`config.mk`:
```
export PLATFORM = sky130hd
export DESIGN_NAME = sric_receiver
export DESIGN_NICKNAME = d
export VERILOG_FILES = /design/src/rtl/sric_pkg.sv /design/src/rtl/sric_receiver.sv
export SDC_FILE = /design/constraint.sdc
export NUM_CORES = 1
export LEC_CHECK = 0
export ABC_AREA = 0
export BUFFER_PORTS_ARGS = -buffer_cell sky130_fd_sc_hd__buf_2
export CAP_MARGIN = 15
export CORE_ASPECT_RATIO = 1.25
export CORE_MARGIN = 10
export CORE_UTILIZATION = 55
export DETAILED_ROUTE_END_ITERATION = 10
export PLACE_DENSITY = 0.75
export SLEW_MARGIN = 5
export SYNTH_ARGS = -nofsm -noshare
export SYNTH_HDL_FRONTEND = slang
export SYNTH_SLANG_ARGS = --single-unit
export TNS_END_PERCENT = 1
```
`constraint.sdc`:
```
create_clock -name clk_i -period 3.7 [get_ports clk_i]
set_input_delay 0.37 -clock clk_i [delete_from_list [all_inputs] [get_ports clk_i]]
set_output_delay 0.37 -clock clk_i [all_outputs]
set_load 0.05 [all_outputs]
```
`src/rtl/sric_pkg.sv`:
```
// Constants, glyphs and states of the safety receiver interlock block.
package sric_pkg;
  // Core clock and the derived millisecond timebase.
  localparam int unsigned CLK_HZ = 250_000_000;
  localparam int unsigned MS_PER_S = 1000;
  localparam int unsigned CYC_PER_MS = CLK_HZ / MS_PER_S;
  // Times in milliseconds, counted on the millisecond tick.
  localparam logic [11:0] PRESS_MIN_MS = 12'h096;   // 0.15 s.
  localparam logic [11:0] PRESS_MAX_MS = 12'hfa0;   // 4 s.
  localparam logic [13:0] AUTO_CLEAR_MS = 14'h2710; // 10 s.
  localparam logic [12:0] ALIGN_MS = 13'h1388;      // 5 s.
  localparam logic [9:0] FB_WINDOW_MS = 10'h1f4;    // 500 ms.
  localparam logic [9:0] CHAR_MS = 10'h3e8;         // One glyph per second.
  localparam logic [9:0] SLOW_HALF_MS = 10'h1f4;    // Half period of 1 Hz.
  localparam logic [9:0] FAST_HALF_MS = 10'h032;    // Half period of 10 Hz.
  // Error classes.
  localparam logic [1:0] CLS_INTERNAL = 2'h0;
  localparam logic [1:0] CLS_EXTERNAL = 2'h1;
  localparam logic [1:0] CLS_USAGE = 2'h2;
  // Feedback timing error codes, two decimal digits.
  localparam logic [7:0] FEEDBACK_OPEN_TIMEOUT_CODE = 8'h30;
  localparam logic [7:0] FEEDBACK_CLOSE_TIMEOUT_CODE = 8'h31;
  // Named glyph indices: the digit 8, the letters t and C, and the channel digits.
  localparam logic [3:0] G_EIGHT = 4'h8;
  localparam logic [3:0] G_T = 4'ha;
  localparam logic [3:0] G_C = 4'hb;
  localparam logic [3:0] CHANNEL_ONE_CODE = 4'h1;
  localparam logic [3:0] CHANNEL_TWO_CODE = 4'h2;
  // Segment patterns, bit order g f e d c b a.
  localparam logic [6:0] GLYPH [16] = '{
    7'h3f, 7'h06, 7'h5b, 7'h4f, 7'h66, 7'h6d, 7'h7d, 7'h07,
    7'h7f, 7'h6f, 7'h78, 7'h39, 7'h71, 7'h79, 7'h3e, 7'h00};
  // Display modes in falling priority after the start sequence.
  localparam logic [1:0] MODE_START = 2'h0;
  localparam logic [1:0] MODE_ERR = 2'h1;
  localparam logic [1:0] MODE_ALIGN = 2'h2;
  localparam logic [1:0] MODE_CHAN = 2'h3;
  // Control states of the receiver.
  typedef enum logic [2:0] {
    ST_START = 3'h0,
    ST_LOCKED = 3'h1,
    ST_ON = 3'h2,
    ST_ERR = 3'h3,
    ST_FAULT = 3'h4
  } sric_state_type;
endpackage

```
`src/rtl/sric_receiver.sv`:
```
// Receiver control: interlock, feedback check, display and indicators.
`timescale 1ns/1ps
`default_nettype none
// Notes on behaviour
// - Power-up shows 8, then response time code.
// - Errors carry class letter F, E or U.
// - Show letter then code, cycling while present.
// - Non-locking errors clear after 10 s, locked.
// - Blocking error holds until power cycle.
// - Alignment mode if unaligned or interrupted 5 s.
// - Field split in three areas, three segments.
// - Segment lit, flashing or dark by area.
// - Field free 5 s leaves alignment mode.
// - Outputs stay off after intrusion until reset.
// - Interlock active from receiver wiring alone.
// - Valid reset with free field switches on.
// - Feedback monitoring selected by wiring.
// - Feedback must be closed before switch-on.
// - Feedback must open within 500 ms after on.
// - Feedback must close within 500 ms after off.
// - Feedback violation: off, code, fault lock.
// - Channel one default, reversed supply selects two.
// - Yellow lit only locked with free field.
// - Red off, green on, flashing per error class.
module sric_receiver
  import sric_pkg::*;
#(
  parameter int BEAMS = 48,
  parameter logic [17:0] TICK_CYCLES = 18'(CYC_PER_MS),
  parameter int RESP_MS = 10
) (
  input wire logic clk_i,
  input wire logic rst_i,
  input wire logic [BEAMS-1:0] field_clear_i,
  input wire logic reset_button_i,
  input wire logic feedback_closed_i,
  input wire logic supply_reversed_i,
  input wire logic interlock_wired_i,
  input wire logic feedback_wired_i,
  input wire logic error_valid_i,
  input wire logic [1:0] error_class_i,
  input wire logic [7:0] error_code_i,
  input wire logic error_locking_i,
  output logic [1:0] safety_output_pair_o,
  output logic [6:0] seg_o,
  output logic led_red_o,
  output logic led_green_o,
  output logic led_yellow_o,
  output logic channel_two_o
);
  localparam int AREA = BEAMS / 3;
  localparam int SW = BEAMS + 5;
  localparam logic [3:0] RESP_TENS = 4'((RESP_MS / 10) % 10);
  localparam logic [3:0] RESP_UNITS = 4'(RESP_MS % 10);

  // Two-flop synchroniser for every pin input except rst_i and the error report inputs.
  logic [SW-1:0] meta;
  logic [SW-1:0] sync;
  always_ff @(posedge clk_i) begin
    meta <= {field_clear_i, reset_button_i, feedback_closed_i,
             supply_reversed_i, interlock_wired_i, feedback_wired_i};
    sync <= meta;
  end

  // Named views of the synchronised inputs.
  wire [BEAMS-1:0] beams = sync[SW-1:5];
  wire button = sync[4];
  wire fb_closed = sync[3];
  wire reversed = sync[2];
  wire interlock_en = sync[1];
  wire fb_mon_en = sync[0];
  wire field_free = &beams;

  // Millisecond tick from the core clock.
  logic [17:0] pre;
  wire tick = (pre == TICK_CYCLES - 18'h1);
  always_ff @(posedge clk_i) begin
    if (rst_i || tick) begin
      pre <= 18'h0;
    end else begin
      pre <= pre + 18'h1;
    end
  end

  // Slow and fast flash phases for segments and indicators.
  logic [9:0] slow_ms;
  logic [9:0] fast_ms;
  logic slow_blink;
  logic fast_blink;
  always_ff @(posedge clk_i) begin
    if (rst_i) begin
      slow_ms <= 10'h0;
      fast_ms <= 10'h0;
      slow_blink <= 1'b0;
      fast_blink <= 1'b0;
    end else if (tick) begin
      slow_ms <= (slow_ms == SLOW_HALF_MS - 10'h1) ? 10'h0 : slow_ms + 10'h1;
      fast_ms <= (fast_ms == FAST_HALF_MS - 10'h1) ? 10'h0 : fast_ms + 10'h1;
      if (slow_ms == SLOW_HALF_MS - 10'h1) begin
        slow_blink <= ~slow_blink;
      end
      if (fast_ms == FAST_HALF_MS - 10'h1) begin
        fast_blink <= ~fast_blink;
      end
    end
  end

  // Reset button: time the press, judge it on release.
  logic btn_q;
  logic [11:0] press_ms;
  wire released = btn_q && !button;
  wire press_ok = released && press_ms >= PRESS_MIN_MS
                  && press_ms <= PRESS_MAX_MS;
  always_ff @(posedge clk_i) begin
    if (rst_i) begin
      btn_q <= 1'b0;
      press_ms <= 12'h0;
    end else begin
      btn_q <= button;
      if (!button) begin
        press_ms <= 12'h0;
      end else if (tick && press_ms <= PRESS_MAX_MS) begin
        press_ms <= press_ms + 12'h1;
      end
    end
  end

  // Control state and captured error.
  sric_state_type state;
  sric_state_type next_state;
  logic [1:0] err_cls;
  logic [7:0] err_code;
  logic [13:0] err_ms;
  logic wait_open;
  logic wait_close;
  logic [9:0] fb_ms;
  logic seq_done;

  // Feedback timing checks, fired when the window has run out.
  wire fb_fail_open = wait_open && fb_closed
                      && fb_ms == FB_WINDOW_MS;
  wire fb_fail_close = wait_close && !fb_closed
                       && fb_ms == FB_WINDOW_MS;
  wire fb_fail = (fb_fail_open || fb_fail_close) && state != ST_FAULT;
  // Feedback must be closed and settled before switch-on.
  wire fb_ready = !fb_mon_en || (fb_closed && !wait_close);
  // Wiring alone arms the interlock; a valid press releases it.
  wire release_ok = interlock_en ? press_ok : 1'b1;
  wire switch_on = field_free && fb_ready && release_ok;
  wire err_in = error_valid_i && state != ST_FAULT;

  // Next state: faults first, then new errors, then normal flow.
  always_comb begin
    next_state = state;
    if (fb_fail || (err_in && error_locking_i)) begin
      next_state = ST_FAULT;
    end else if (err_in) begin
      next_state = ST_ERR;
    end else begin
      unique case (state)
        ST_START: if (seq_done) next_state = ST_LOCKED;
        ST_LOCKED: if (switch_on) next_state = ST_ON;
        ST_ON: if (!field_free) next_state = ST_LOCKED;
        ST_ERR: begin
          if (tick && err_ms == AUTO_CLEAR_MS - 14'h1) begin
            next_state = ST_LOCKED;
          end
        end
        ST_FAULT: next_state = ST_FAULT;
        default: next_state = ST_FAULT;
      endcase
    end
  end

  // State register, error capture and the auto-clear timer.
  always_ff @(posedge clk_i) begin
    if (rst_i) begin
      state <= ST_START;
      err_cls <= CLS_INTERNAL;
      err_code <= 8'h0;
      err_ms <= 14'h0;
    end else begin
      state <= next_state;
      err_ms <= (state == ST_ERR && tick) ? err_ms + 14'h1 : err_ms;
      if (fb_fail) begin
        err_cls <= CLS_EXTERNAL;
        err_code <= fb_fail_open ? FEEDBACK_OPEN_TIMEOUT_CODE
                                 : FEEDBACK_CLOSE_TIMEOUT_CODE;
      end else if (err_in) begin
        err_cls <= error_class_i;
        err_code <= error_code_i;
        err_ms <= 14'h0;
      end
    end
  end

  // Dynamic feedback watch around each switch-on and switch-off.
  wire entering = next_state == ST_ON && state != ST_ON;
  wire leaving = state == ST_ON && next_state != ST_ON;
  always_ff @(posedge clk_i) begin
    if (rst_i || !fb_mon_en) begin
      wait_open <= 1'b0;
      wait_close <= 1'b0;
      fb_ms <= 10'h0;
    end else if (entering) begin
      wait_open <= 1'b1;
      wait_close <= 1'b0;
      fb_ms <= 10'h0;
    end else if (leaving) begin
      wait_open <= 1'b0;
      wait_close <= 1'b1;
      fb_ms <= 10'h0;
    end else begin
      wait_open <= wait_open && fb_closed;
      wait_close <= wait_close && !fb_closed;
      if ((wait_open || wait_close) && tick) begin
        fb_ms <= fb_ms + 10'h1;
      end
    end
  end

  // Alignment mode: starts set, toggles after 5 s of steady field.
  logic align;
  logic [12:0] field_ms;
  wire steady = align ? field_free : !field_free;
  always_ff @(posedge clk_i) begin
    if (rst_i) begin
      align <= 1'b1;
      field_ms <= 13'h0;
    end else if (field_ms == ALIGN_MS) begin
      align <= ~align;
      field_ms <= 13'h0;
    end else if (!steady) begin
      field_ms <= 13'h0;
    end else if (tick) begin
      field_ms <= field_ms + 13'h1;
    end
  end

  // Segment state of one beam area: lit, flashing or dark.
  function automatic logic area_seg(input logic all_c, input logic any_c,
                                    input logic blink);
    area_seg = all_c || (any_c && blink);
  endfunction

  // Three equal beam areas, bottom, middle and top.
  logic [2:0] area_on;
  for (genvar k = 0; k < 3; k++) begin : g_area
    wire [AREA-1:0] part = beams[k*AREA +: AREA];
    assign area_on[k] = area_seg(&part, |part, slow_blink);
  end

  // Display mode by priority.
  wire in_err = state == ST_ERR || state == ST_FAULT;
  wire [1:0] mode = (state == ST_START) ? MODE_START
                  : in_err ? MODE_ERR
                  : align ? MODE_ALIGN : MODE_CHAN;
  wire [1:0] last_phase = (mode == MODE_START) ? 2'h3
                        : (mode == MODE_ERR) ? 2'h2 : 2'h1;

  // Glyph sequencer, restarted on every mode change.
  logic [1:0] mode_q;
  logic [1:0] phase;
  logic [9:0] char_ms;
  wire char_end = tick && char_ms == CHAR_MS - 10'h1;
  assign seq_done = mode == MODE_START && phase == 2'h3 && char_end;
  always_ff @(posedge clk_i) begin
    if (rst_i || mode != mode_q) begin
      phase <= 2'h0;
      char_ms <= 10'h0;
    end else if (char_end) begin
      char_ms <= 10'h0;
      phase <= (phase == last_phase) ? 2'h0 : phase + 2'h1;
    end else if (tick) begin
      char_ms <= char_ms + 10'h1;
    end
  end

  // Glyph choice per mode and phase.
  wire [3:0] cls_glyph = {2'h3, err_cls};
  wire [3:0] chan_glyph = reversed ? CHANNEL_TWO_CODE : CHANNEL_ONE_CODE;
  wire [3:0] start_glyph = (phase == 2'h0) ? G_EIGHT
                         : (phase == 2'h1) ? G_T
                         : (phase == 2'h2) ? RESP_TENS : RESP_UNITS;
  wire [3:0] err_glyph = (phase == 2'h0) ? cls_glyph
                       : (phase == 2'h1) ? err_code[7:4] : err_code[3:0];
  wire [3:0] chan_show = (phase == 2'h0) ? G_C : chan_glyph;
  wire [6:0] align_seg = {area_on[1], 2'h0, area_on[0], 2'h0, area_on[2]};
  wire [6:0] next_seg = (mode == MODE_START) ? GLYPH[start_glyph]
                      : (mode == MODE_ERR) ? GLYPH[err_glyph]
                      : (mode == MODE_ALIGN) ? align_seg
                      : GLYPH[chan_show];

  // Indicator drive.
  wire err_flash = (err_cls == CLS_INTERNAL) ? fast_blink : slow_blink;
  wire next_red = in_err ? err_flash : next_state != ST_ON;
  wire next_yellow = interlock_en && state == ST_LOCKED
                     && field_free;

  // Output registers.
  always_ff @(posedge clk_i) begin
    if (rst_i) begin
      mode_q <= MODE_START;
      seg_o <= 7'h0;
      safety_output_pair_o <= 2'h0;
      led_red_o <= 1'b0;
      led_green_o <= 1'b0;
      led_yellow_o <= 1'b0;
      channel_two_o <= 1'b0;
    end else begin
      mode_q <= mode;
      seg_o <= next_seg;
      safety_output_pair_o <= {2{next_state == ST_ON}};
      led_red_o <= next_red;
      led_green_o <= next_state == ST_ON;
      led_yellow_o <= next_yellow;
      channel_two_o <= reversed;
    end
  end
endmodule
`default_nettype wire

```
; Word level (Yosys, flattened, before mapping)
; Memories as Yosys holds them, arrays and structs flattened.
; Index checks and enable logic that the tools add are counted.
[totals]
in_bits = 67
elab_cells = 184
regBits = 238
output_inout_bits = 13
mem_bits_ro = 336
memories = 3
[op_classes]
bitwise_logic = 8
order_cmp = 5
addsub = 9
eq_ne = 22
n_reduce_logical = 63
mux = 46
[mem_list]
columns = name, words, width, read_ports, rd_clocked_by_memory_dff, wr, line_no
row1 = (name not given), 16, 7, 1, 0, 0, sric_receiver.sv:292  ; : GLYPH[chan_show];
row2 = (name not given), 16, 7, 1, 0, 0, sric_receiver.sv:290  ; : (mode == MODE_ERR) ? GLYPH[err_glyph]
row3 = (name not given), 16, 7, 1, 0, 0, sric_receiver.sv:289  ; wire [6:0] next_seg = (mode == MODE_START) ? GLYPH[start_glyph]
[op_table]
columns = op, count
row1 = $mux W7, 9
row2 = $reduce_and A16 Y1, 3
row3 = $reduce_and A48 Y1, 1
row4 = $reduce_or A16 Y1, 3
row5 = $mux W14, 3
row6 = $add A10 B1 Y10 const B, 4
row7 = $logic_and A1 B1 Y1, 27
row8 = $eq A10 B9 Y1 const B, 2
row9 = $mux W10, 2
row10 = $mux W4, 5
row11 = $add A18 B1 Y18 const B, 1
row12 = $eq A18 B18 Y1 const B, 1
row13 = $mux W3, 6
row14 = $mux W8, 2
row15 = $ge A5 B5 Y1 const B, 3
row16 = $not A4 Y5, 3
row17 = $add A14 B1 Y14 const B, 1
row18 = $eq A14 B14 Y1 const B, 1
row19 = $add A13 B1 Y13 const B, 1
row20 = $eq A13 B13 Y1 const B, 1
row21 = $add A12 B1 Y12 const B, 1
row22 = $ge A12 B8 Y1 const B, 1
row23 = $le A12 B12 Y1 const B, 1
row24 = $mux W1, 12
row25 = other kinds (23), 59

; Longest topological paths before layout
; Gate-level depths: netlist (run 1).
[depth]
depth_word = 15
mapped_depth = 13
mapped_depth_nobuf = 12

; Worst setup path before layout (run 1)
; No wires, ideal clock.
[synth_timing]
path_kind = register to register
start = reg press_ms[1]
end = reg fb_ms[0]
t_required_ps = 3573
synth_period_minus_slack_ps = 2530
setup_ps = 127
setup_slack_ps = 1170
path_stages_with_launch = 11
t_arrival_ps = 2403
n_path_buf = 0
path_cell_list = dfxtp_1 -> ha_1 -> o21ai_0 -> and3b_1 -> o311a_1 -> nor4_1 -> o21ai_1 -> or3_1 -> ha_1 -> nand3b_1 -> nor2_1
[synth_between]
elab_chain_len = 12
[synth_rtl]
columns = element, line_no
row1 = start: declaration, sric_receiver.sv:110  ; logic [11:0] press_ms;
row2 = start signal: assignment, sric_receiver.sv:123  ; press_ms <= press_ms + 12'h1;
row3 = $ge A12 B8 Y1, sric_receiver.sv:112  ; wire press_ok = released && press_ms >= PRESS_MIN_MS
row4 = $logic_and A1 B1 Y1, sric_receiver.sv:112
row5 = $logic_and A1 B1 Y1 *, sric_receiver.sv:113  ; && press_ms <= PRESS_MAX_MS;
row6 = $mux W1 *, sric_receiver.sv:148  ; wire release_ok = interlock_en ? press_ok : 1'b1;
row7 = $logic_and A1 B1 Y1 *, sric_receiver.sv:149  ; wire switch_on = field_free && fb_ready && release_ok;
row8 = $mux W3 *, sric_receiver.sv:162  ; ST_LOCKED: if (switch_on) next_state = ST_ON;
row9 = $pmux W3 S4 *, sric_receiver.sv:160  ; unique case (state)
row10 = $mux W3 *, sric_receiver.sv:157  ; end else if (err_in) begin
row11 = $mux W3 *, sric_receiver.sv:155  ; if (fb_fail || (err_in && error_locking_i)) begin
row12 = $eq A3 B2 Y1 / $ne A3 B2 Y1 (equally long branches), "sric_receiver.sv:198, sric_receiver.sv:199"
row13 = "$logic_and A1 B1 Y1, on equally long branches", "sric_receiver.sv:198, sric_receiver.sv:199"
row14 = $reduce_or A3 Y1 (no source line) *, -
row15 = end signal: assignment, sric_receiver.sv:217  ; fb_ms <= fb_ms + 10'h1;
row16 = end: declaration, sric_receiver.sv:136  ; logic [9:0] fb_ms;
; Mark *: on every way between the ends. The rest lies on a longest branch, timed or not.
; A chain may end at the register's enable or synchronous reset.

; Worst setup path after layout (run 1)
[layout_timing]
start = reg sync[20]
end = reg fb_ms[0]
[layout_between]
elab_chain_len = 10
[layout_rtl]
columns = element, line_no
row1 = start: declaration, sric_receiver.sv:58  ; logic [SW-1:0] sync;
row2 = start signal: assignment, sric_receiver.sv:62  ; sync <= meta;
row3 = $reduce_and A48 Y1 *, sric_receiver.sv:72  ; wire field_free = &beams;
row4 = $logic_and A1 B1 Y1 (2 in series), sric_receiver.sv:149
row5 = $mux W3, sric_receiver.sv:162
row6 = $pmux W3 S4 *, sric_receiver.sv:160
row7 = $mux W3 *, sric_receiver.sv:157
row8 = $mux W3 *, sric_receiver.sv:155
row9 = $eq A3 B2 Y1 / $ne A3 B2 Y1 (equally long branches), "sric_receiver.sv:198, sric_receiver.sv:199"
row10 = "$logic_and A1 B1 Y1, on equally long branches", "sric_receiver.sv:198, sric_receiver.sv:199"
row11 = $reduce_or A3 Y1 (no source line) *, -
; Marks and branches as above.

==> results of run 1 <==
[logic make-up after synthesis]
group | share of synthesized area
buffers and inverters | 0.0289
XOR/XNOR | 0.0855
adder cells (fa/ha/maj) | 0.0365
flip-flops | 0.532
AO/OA/AOI/OAI | 0.0686
multiplexers | 0.00800
AND/OR/NAND/NOR | 0.240
[worst max-delay path by stage]
stage,from,endpoint,depth (start not counted)
6_report,sync[20],fb_ms[0],9
4_1_cts,sync[17],fb_ms[8],9
3_3_place_gp,sync[35],fb_ms[0],9
5_1_grt,sync[20],fb_ms[5],9
2_1_floorplan,press_ms[1],fb_ms[0],10
3_5_place_dp,sync[17],fb_ms[8],9
[worst max-delay path, delay by kind of cell (launching register included)]
kind                     cells  cell delay, ps
AO/OA/AOI/OAI                1             190
adder cells (fa/ha/maj)      1             280
flip-flops                   1             340
AND/OR/NAND/NOR              7            2230
[what timing repair did]
| action | in CTS | in global routing |
|---|---|---|
| hold buffers | 53 | 0 |
| resized for setup | 0 | 0 |
| hold endpoints to repair | 53 | 0 |
[layout make-up]
class | count | area share
timing repair buffer | 138 | 0.0896
sequential | 237 | 0.438
inverter | 23 | 0.00796
tap | 216 | 0.0249
multi-input combinational | 607 | 0.361
clock buffer | 26 | 0.0569
clock inverter | 16 | 0.0222
[power breakdown]
part / switching [mW] / total [mW] / internal [mW]
Sequential: 0.0482 / 2.69 / 2.64
Clock: 1.03 / 2.59 / 1.57
Combinational: 0.177 / 0.300 / 0.124
[synthesized netlist by cell type, types with 3 or more instances]
cell type,number,area [sq um]
dfxtp_1,237,4740
nor2_1,118,443
nand2_1,75,282
xor2_1,46,403
nand4_1,44,275
xnor2_1,41,359
a21oi_1,30,150
nand3_1,29,145
ha_1,26,325
nor4_1,25,156
inv_1,23,86.3
and3_1,19,119
nor3_1,19,95.1
clkbuf_1,13,48.8
nand2b_1,13,81.3
o21ai_0,10,50.1
nor2b_1,8,50.1
buf_2,7,35.0
nor4_4,7,149
a211oi_1,6,45.0
a31oi_1,6,37.5
mux2i_1,6,60.1
o211ai_1,6,45.0
nand3b_1,5,37.5
or3_1,5,31.3
and2_1,4,25.0
o31ai_1,4,30.0
a211o_1,3,26.3
a221oi_1,3,26.3
buf_1,3,11.3
buf_4,3,22.5
buf_6,3,33.8
nor2_2,3,18.8
nor4b_1,3,26.3
[sequential cells by signal (all words and copies together), names as in the netlist, 2 cells and up]
signal    cells
meta         53
char_ms      10
fast_ms      10
err_ms       14
seg_o         7
phase         2
sync         53
fb_ms        10
press_ms     12
mode_q        2
pre          18
field_ms     13
err_code      8
state         3
slow_ms      10
err_cls       2
[metal layers]
layer | wire length (microns) | vias to the layer above | track usage
li1 | - | 3385 | -
met4 | 481 | 0 | 0.0684
met2 | 10400 | 140 | 0.337
met3 | 1050 | 35 | 0.0392
met1 | 7840 | 3122 | 0.197
met5 | 0 | - | 0
[through the flow]
stage	utilization	cells	instance area (sq um)	total power [mW]	hold slack (ps)
floorplan	-	897	8910	2.90	310
global placement	0.588	1168	9450	2.98	311
detailed placement	0.588	1168	9450	2.99	312
CTS	0.675	1263	10800	5.61	88.2
global route	0.675	1263	10800	5.76	111
finish	0.675	1263	10800	5.58	97.1
==> results.cfg, run 1 <==
[finish]
seq_area_sq_mm = 0.00474
multiInputGateArea_sq_mm = 0.00391
final_cell_mix = dfxtp_1, nor2_1, buf_2, nand2_1, dlygate4sd3_1
area_growth_pct = 21.6
final_common_cell = dfxtp_1
drive_above_1_share = 0.145
fill_cells = 1235
antenna_cells = 0
final_nets = 1123

[min_path]
min_path_cells = 3
min_from = error_code_i[6]
hold_end = err_code[6]
hold_path.class = in -> reg

[pwr]
peakVddDrop_mv = 0.460
leakagePower_nw = 4.20
p_per_area_mw_per_mm2 = 515

[critical_path]
slowest_stage = nor4_1
reg2reg_setup_slack_ps = 570
r2r_cells = 9
reg2reg_to = fb_ms[0]
worstSetupStartpointType = register
cp_common_cell = nor4_1
crit_required_ps = 4130
crit_chain = nand4_1 > nor4_1 > nand3_1 > nor4_1 > o21ai_1 > or3_1 > ha_1 > nand3b_1 > nor2_1
critPathKind = reg -> reg
critPathMaxStageDelay_ps = 530
cp-end-kind = register
crit_arrival_ps = 3560
rr_startpoint = sync[20]
path_max_fanout = 10

[global_route]
grt_overflow = 0
grt_max_degree = 27
antenna_found_initial = 0
grt_pass1_wl_mm = 33.1
grt_pass1_vias = 6951
grt_use_total = 0.182

[drt]
wl_mm = 19.8
via_per_inst = 5.29
avgRoutedWirePerCell_microns = 15.7
ant_nets = 0
drt_pre_antenna_iters = 5
drc = 0
drtIter0Drc = 395
vias = 6682

[floorplanning]
initial_core_util = 0.555
rows = 52
io_pins = 80
die_x_microns = 134
coreArea_sq_mm = 0.0161
die_h_microns = 162
die_area_sq_mm = 0.0217

[clock_tree]
htree_levels = 1
clock-sinks = 237
clock_latency_ps = 510
cts_tree = done
clk_pin_slew_worst_paths_ps = 70
cts_buffer_depth = 3
cts_setup_buffers = 0
numCtsBuffers = 23
root_buffer = clkbuf_16

[yosys]
synthCells = 897
async_flop_share = 0
yosysUniqueCellTypes = 69
ys_ff_latch = 237
ys_warn_count = 0
syn_avg_cell_area_sq_um = 9.94
synth_flop_cell = dfxtp_1
synthesis.nets = 990
syn_area_sq_mm = 0.00891
synth_enable_flop_cells = 0
ys_seq_area_frac = 0.532

[place]
port_buffers = 79
hpwlAfterDp_mm = 12.5
gp_congestion = 0.841
dp_slack_ps = 582

[sta]
setup_tns_ps = 0
drv_slew = 0
finalClockSkew_ps = 13.8
hold_violations = 0
setup_viol = 0
worst_slack_ps = 570
post-route-period-util = 0.846
rsz0062_at_grt = no
worst-slew-pin-transition_ps = 816
finalCriticalPeriod_ps = 3130
slew-limit-headroom = 0.455
fmax_mhz = 319

[job]
drv_cap = 0

[outcome]
status = finished, final reports clean
Note: power is estimated with default switching activity, not from simulation.
==> run 2, diff against run 1 <==
==> constraint.sdc (replaced) <==
create_clock -name clk_i -period 3.2 [get_ports clk_i]
set_input_delay 0.32 -clock clk_i [delete_from_list [all_inputs] [get_ports clk_i]]
set_output_delay 0.32 -clock clk_i [all_outputs]
set_load 0.05 [all_outputs]
==> run 2 against run 1 <==
  * Largest cell class unchanged
  * Global-route usage decreased by 0.12 points
  * Via count increased by 0.16%
  * Combinational power increased by 16%
  * Largest power group unchanged
  * Sequential power increased by 16%
==> results.cfg, run 2 (synthesized netlist as in run 1, its figures left out) <==
[critical_path]
crit_chain = ha_1 > o21ai_0 > and3b_1 > o311a_1 > nor4_1 > o21ai_1 > or3_1 > ha_1 > nand3b_1 > nor2_1
cp-end-kind = register
slowest_stage = dfxtp_1
critPathKind = reg -> reg
critPathMaxStageDelay_ps = 400
crit_arrival_ps = 3230
critPathTopFamily = simple AND/OR/NAND/NOR gates
crit_buf_inv = 0
crit_required_ps = 3580
worstSetupStartpointType = register
path_max_fanout = 10
cp_common_cell = ha_1

[finish]
final_cell_mix = dfxtp_1, nor2_1, buf_2, nand2_1, dlygate4sd3_1
drive_above_1_share = 0.148
postLayoutCellArea_sq_mm = 0.0108
largestRegisters = meta (53), sync (53), pre (18)
antenna_cells = 0
area_growth_pct = 21.3
fill_cells = 1207
final_common_cell = dfxtp_1
fin_util = 0.673
final_nets = 1130

[clock_tree]
numCtsBuffers = 22
htree_levels = 1
clk_pin_slew_worst_paths_ps = 70
root_buffer = clkbuf_16
clock_latency_ps = 500
cts_tree = done
cts_buffer_depth = 3
cts_setup_buffers = 0
clock-sinks = 237

[floorplanning]
coreArea_sq_mm = 0.0161
die_area_sq_mm = 0.0217
rows = 52
io_pins = 80
die_h_microns = 162
initial_core_util = 0.555
die_x_microns = 134

[place]
hpwlAfterDp_mm = 12.7
gp_congestion = 0.852
dpl_cell_area_sq_mm = 0.00951
port_buffers = 79

[global_route]
grt_max_degree = 31
grt_pass1_wl_mm = 33.1
grt_overflow = 0
grt_use_total = 0.180
antenna_found_initial = 0
grt_pass1_vias = 6968

[sta]
drv_slew = 0
hold_violations = 0
fmax_mhz = 350
setup_viol = 0
slew-limit-headroom = 0.542
setup_tns_ps = 0
finalCriticalPeriod_ps = 2850
post-route-period-util = 0.892
worst-slew-pin-transition_ps = 686
finalClockSkew_ps = 11.4
rsz0062_at_grt = no

[pwr]
peakVddDrop_mv = 0.510
leakagePower_nw = 4.20
p_per_area_mw_per_mm2 = 571

[drt]
wl_mm = 19.4
drc = 0
vias = 6693
avgRoutedWirePerCell_microns = 15.3
drt_pre_antenna_iters = 5
via_per_inst = 5.27
ant_nets = 0
drtIter0Drc = 377

[min_path]
hold_path.class = in -> reg

[outcome]
status = finished, final reports clean

[job]
drv_cap = 0
[run 2: changes by cell type in the layout (fill, tap and decap cells not counted), sizes merged]
cell / change
buf: +8
bufinv: -2
clkbuf: -1
clkinv: +4
clkinvlp: -1
inv: -2
[run 2: power by group]
group          switching (mW)  internal [mW]  total, mW
Sequential             0.0538           3.05       3.11
Clock                    1.14           1.58       2.71
Combinational           0.202          0.146      0.348
[run 2: worst paths after layout]
path                                       from          end  slack (ps)  cells past startpoint
worst max register to register      press_ms[1]     fb_ms[7]         350                     10
worst max-delay path                press_ms[1]     fb_ms[7]         350                     10
worst min register to register         meta[52]     sync[52]         330                      0
worst min-delay path            error_code_i[1]  err_code[1]          60                      3
[run 2: repair_timing]
action                                 in CTS  in global routing
endpoints found under the hold margin      53                  0
setup endpoints to repair                   0                  0
gates resized for setup                     0                  0
hold buffers                               53                  0
[run 2: routing by layer]
layer	GRT usage	vias to the layer above	wire length, microns
met2	0.336	125	10200
li1	-	3400	-
met5	0	-	0
met4	0.0699	0	655
met3	0.0373	53	882
met1	0.195	3115	7700
[run 2: layout make-up]
type	instances	area, sq um	area share
Multi-Input combinational cell	607	3910	0.362
Sequential cell	237	4740	0.439
Clock buffer	25	583	0.0539
Timing Repair Buffer	146	1030	0.0954
Clock inverter	15	181	0.0168
Tap cell	216	270	0.0250
Inverter	23	86.3	0.00799
[run 2: stage by stage]
step	hold WS (ps)	worst slack, ps	cells	power (mW)
6_report	55.5	347	1269	6.17
4_1_cts	38.1	344	1269	6.21
2_1_floorplan	310	670	897	3.35
3_3_place_gp	312	436	1176	3.45
5_1_grt	55.3	79.4	1269	6.36
3_5_place_dp	312	365	1176	3.46
[run 2: worst min-delay path, delay by kind of cell]
family	cells	cell delay, ps
AND/OR/NAND/NOR	1	40
AO/OA/AOI/OAI	1	50
buffers and inverters	1	100
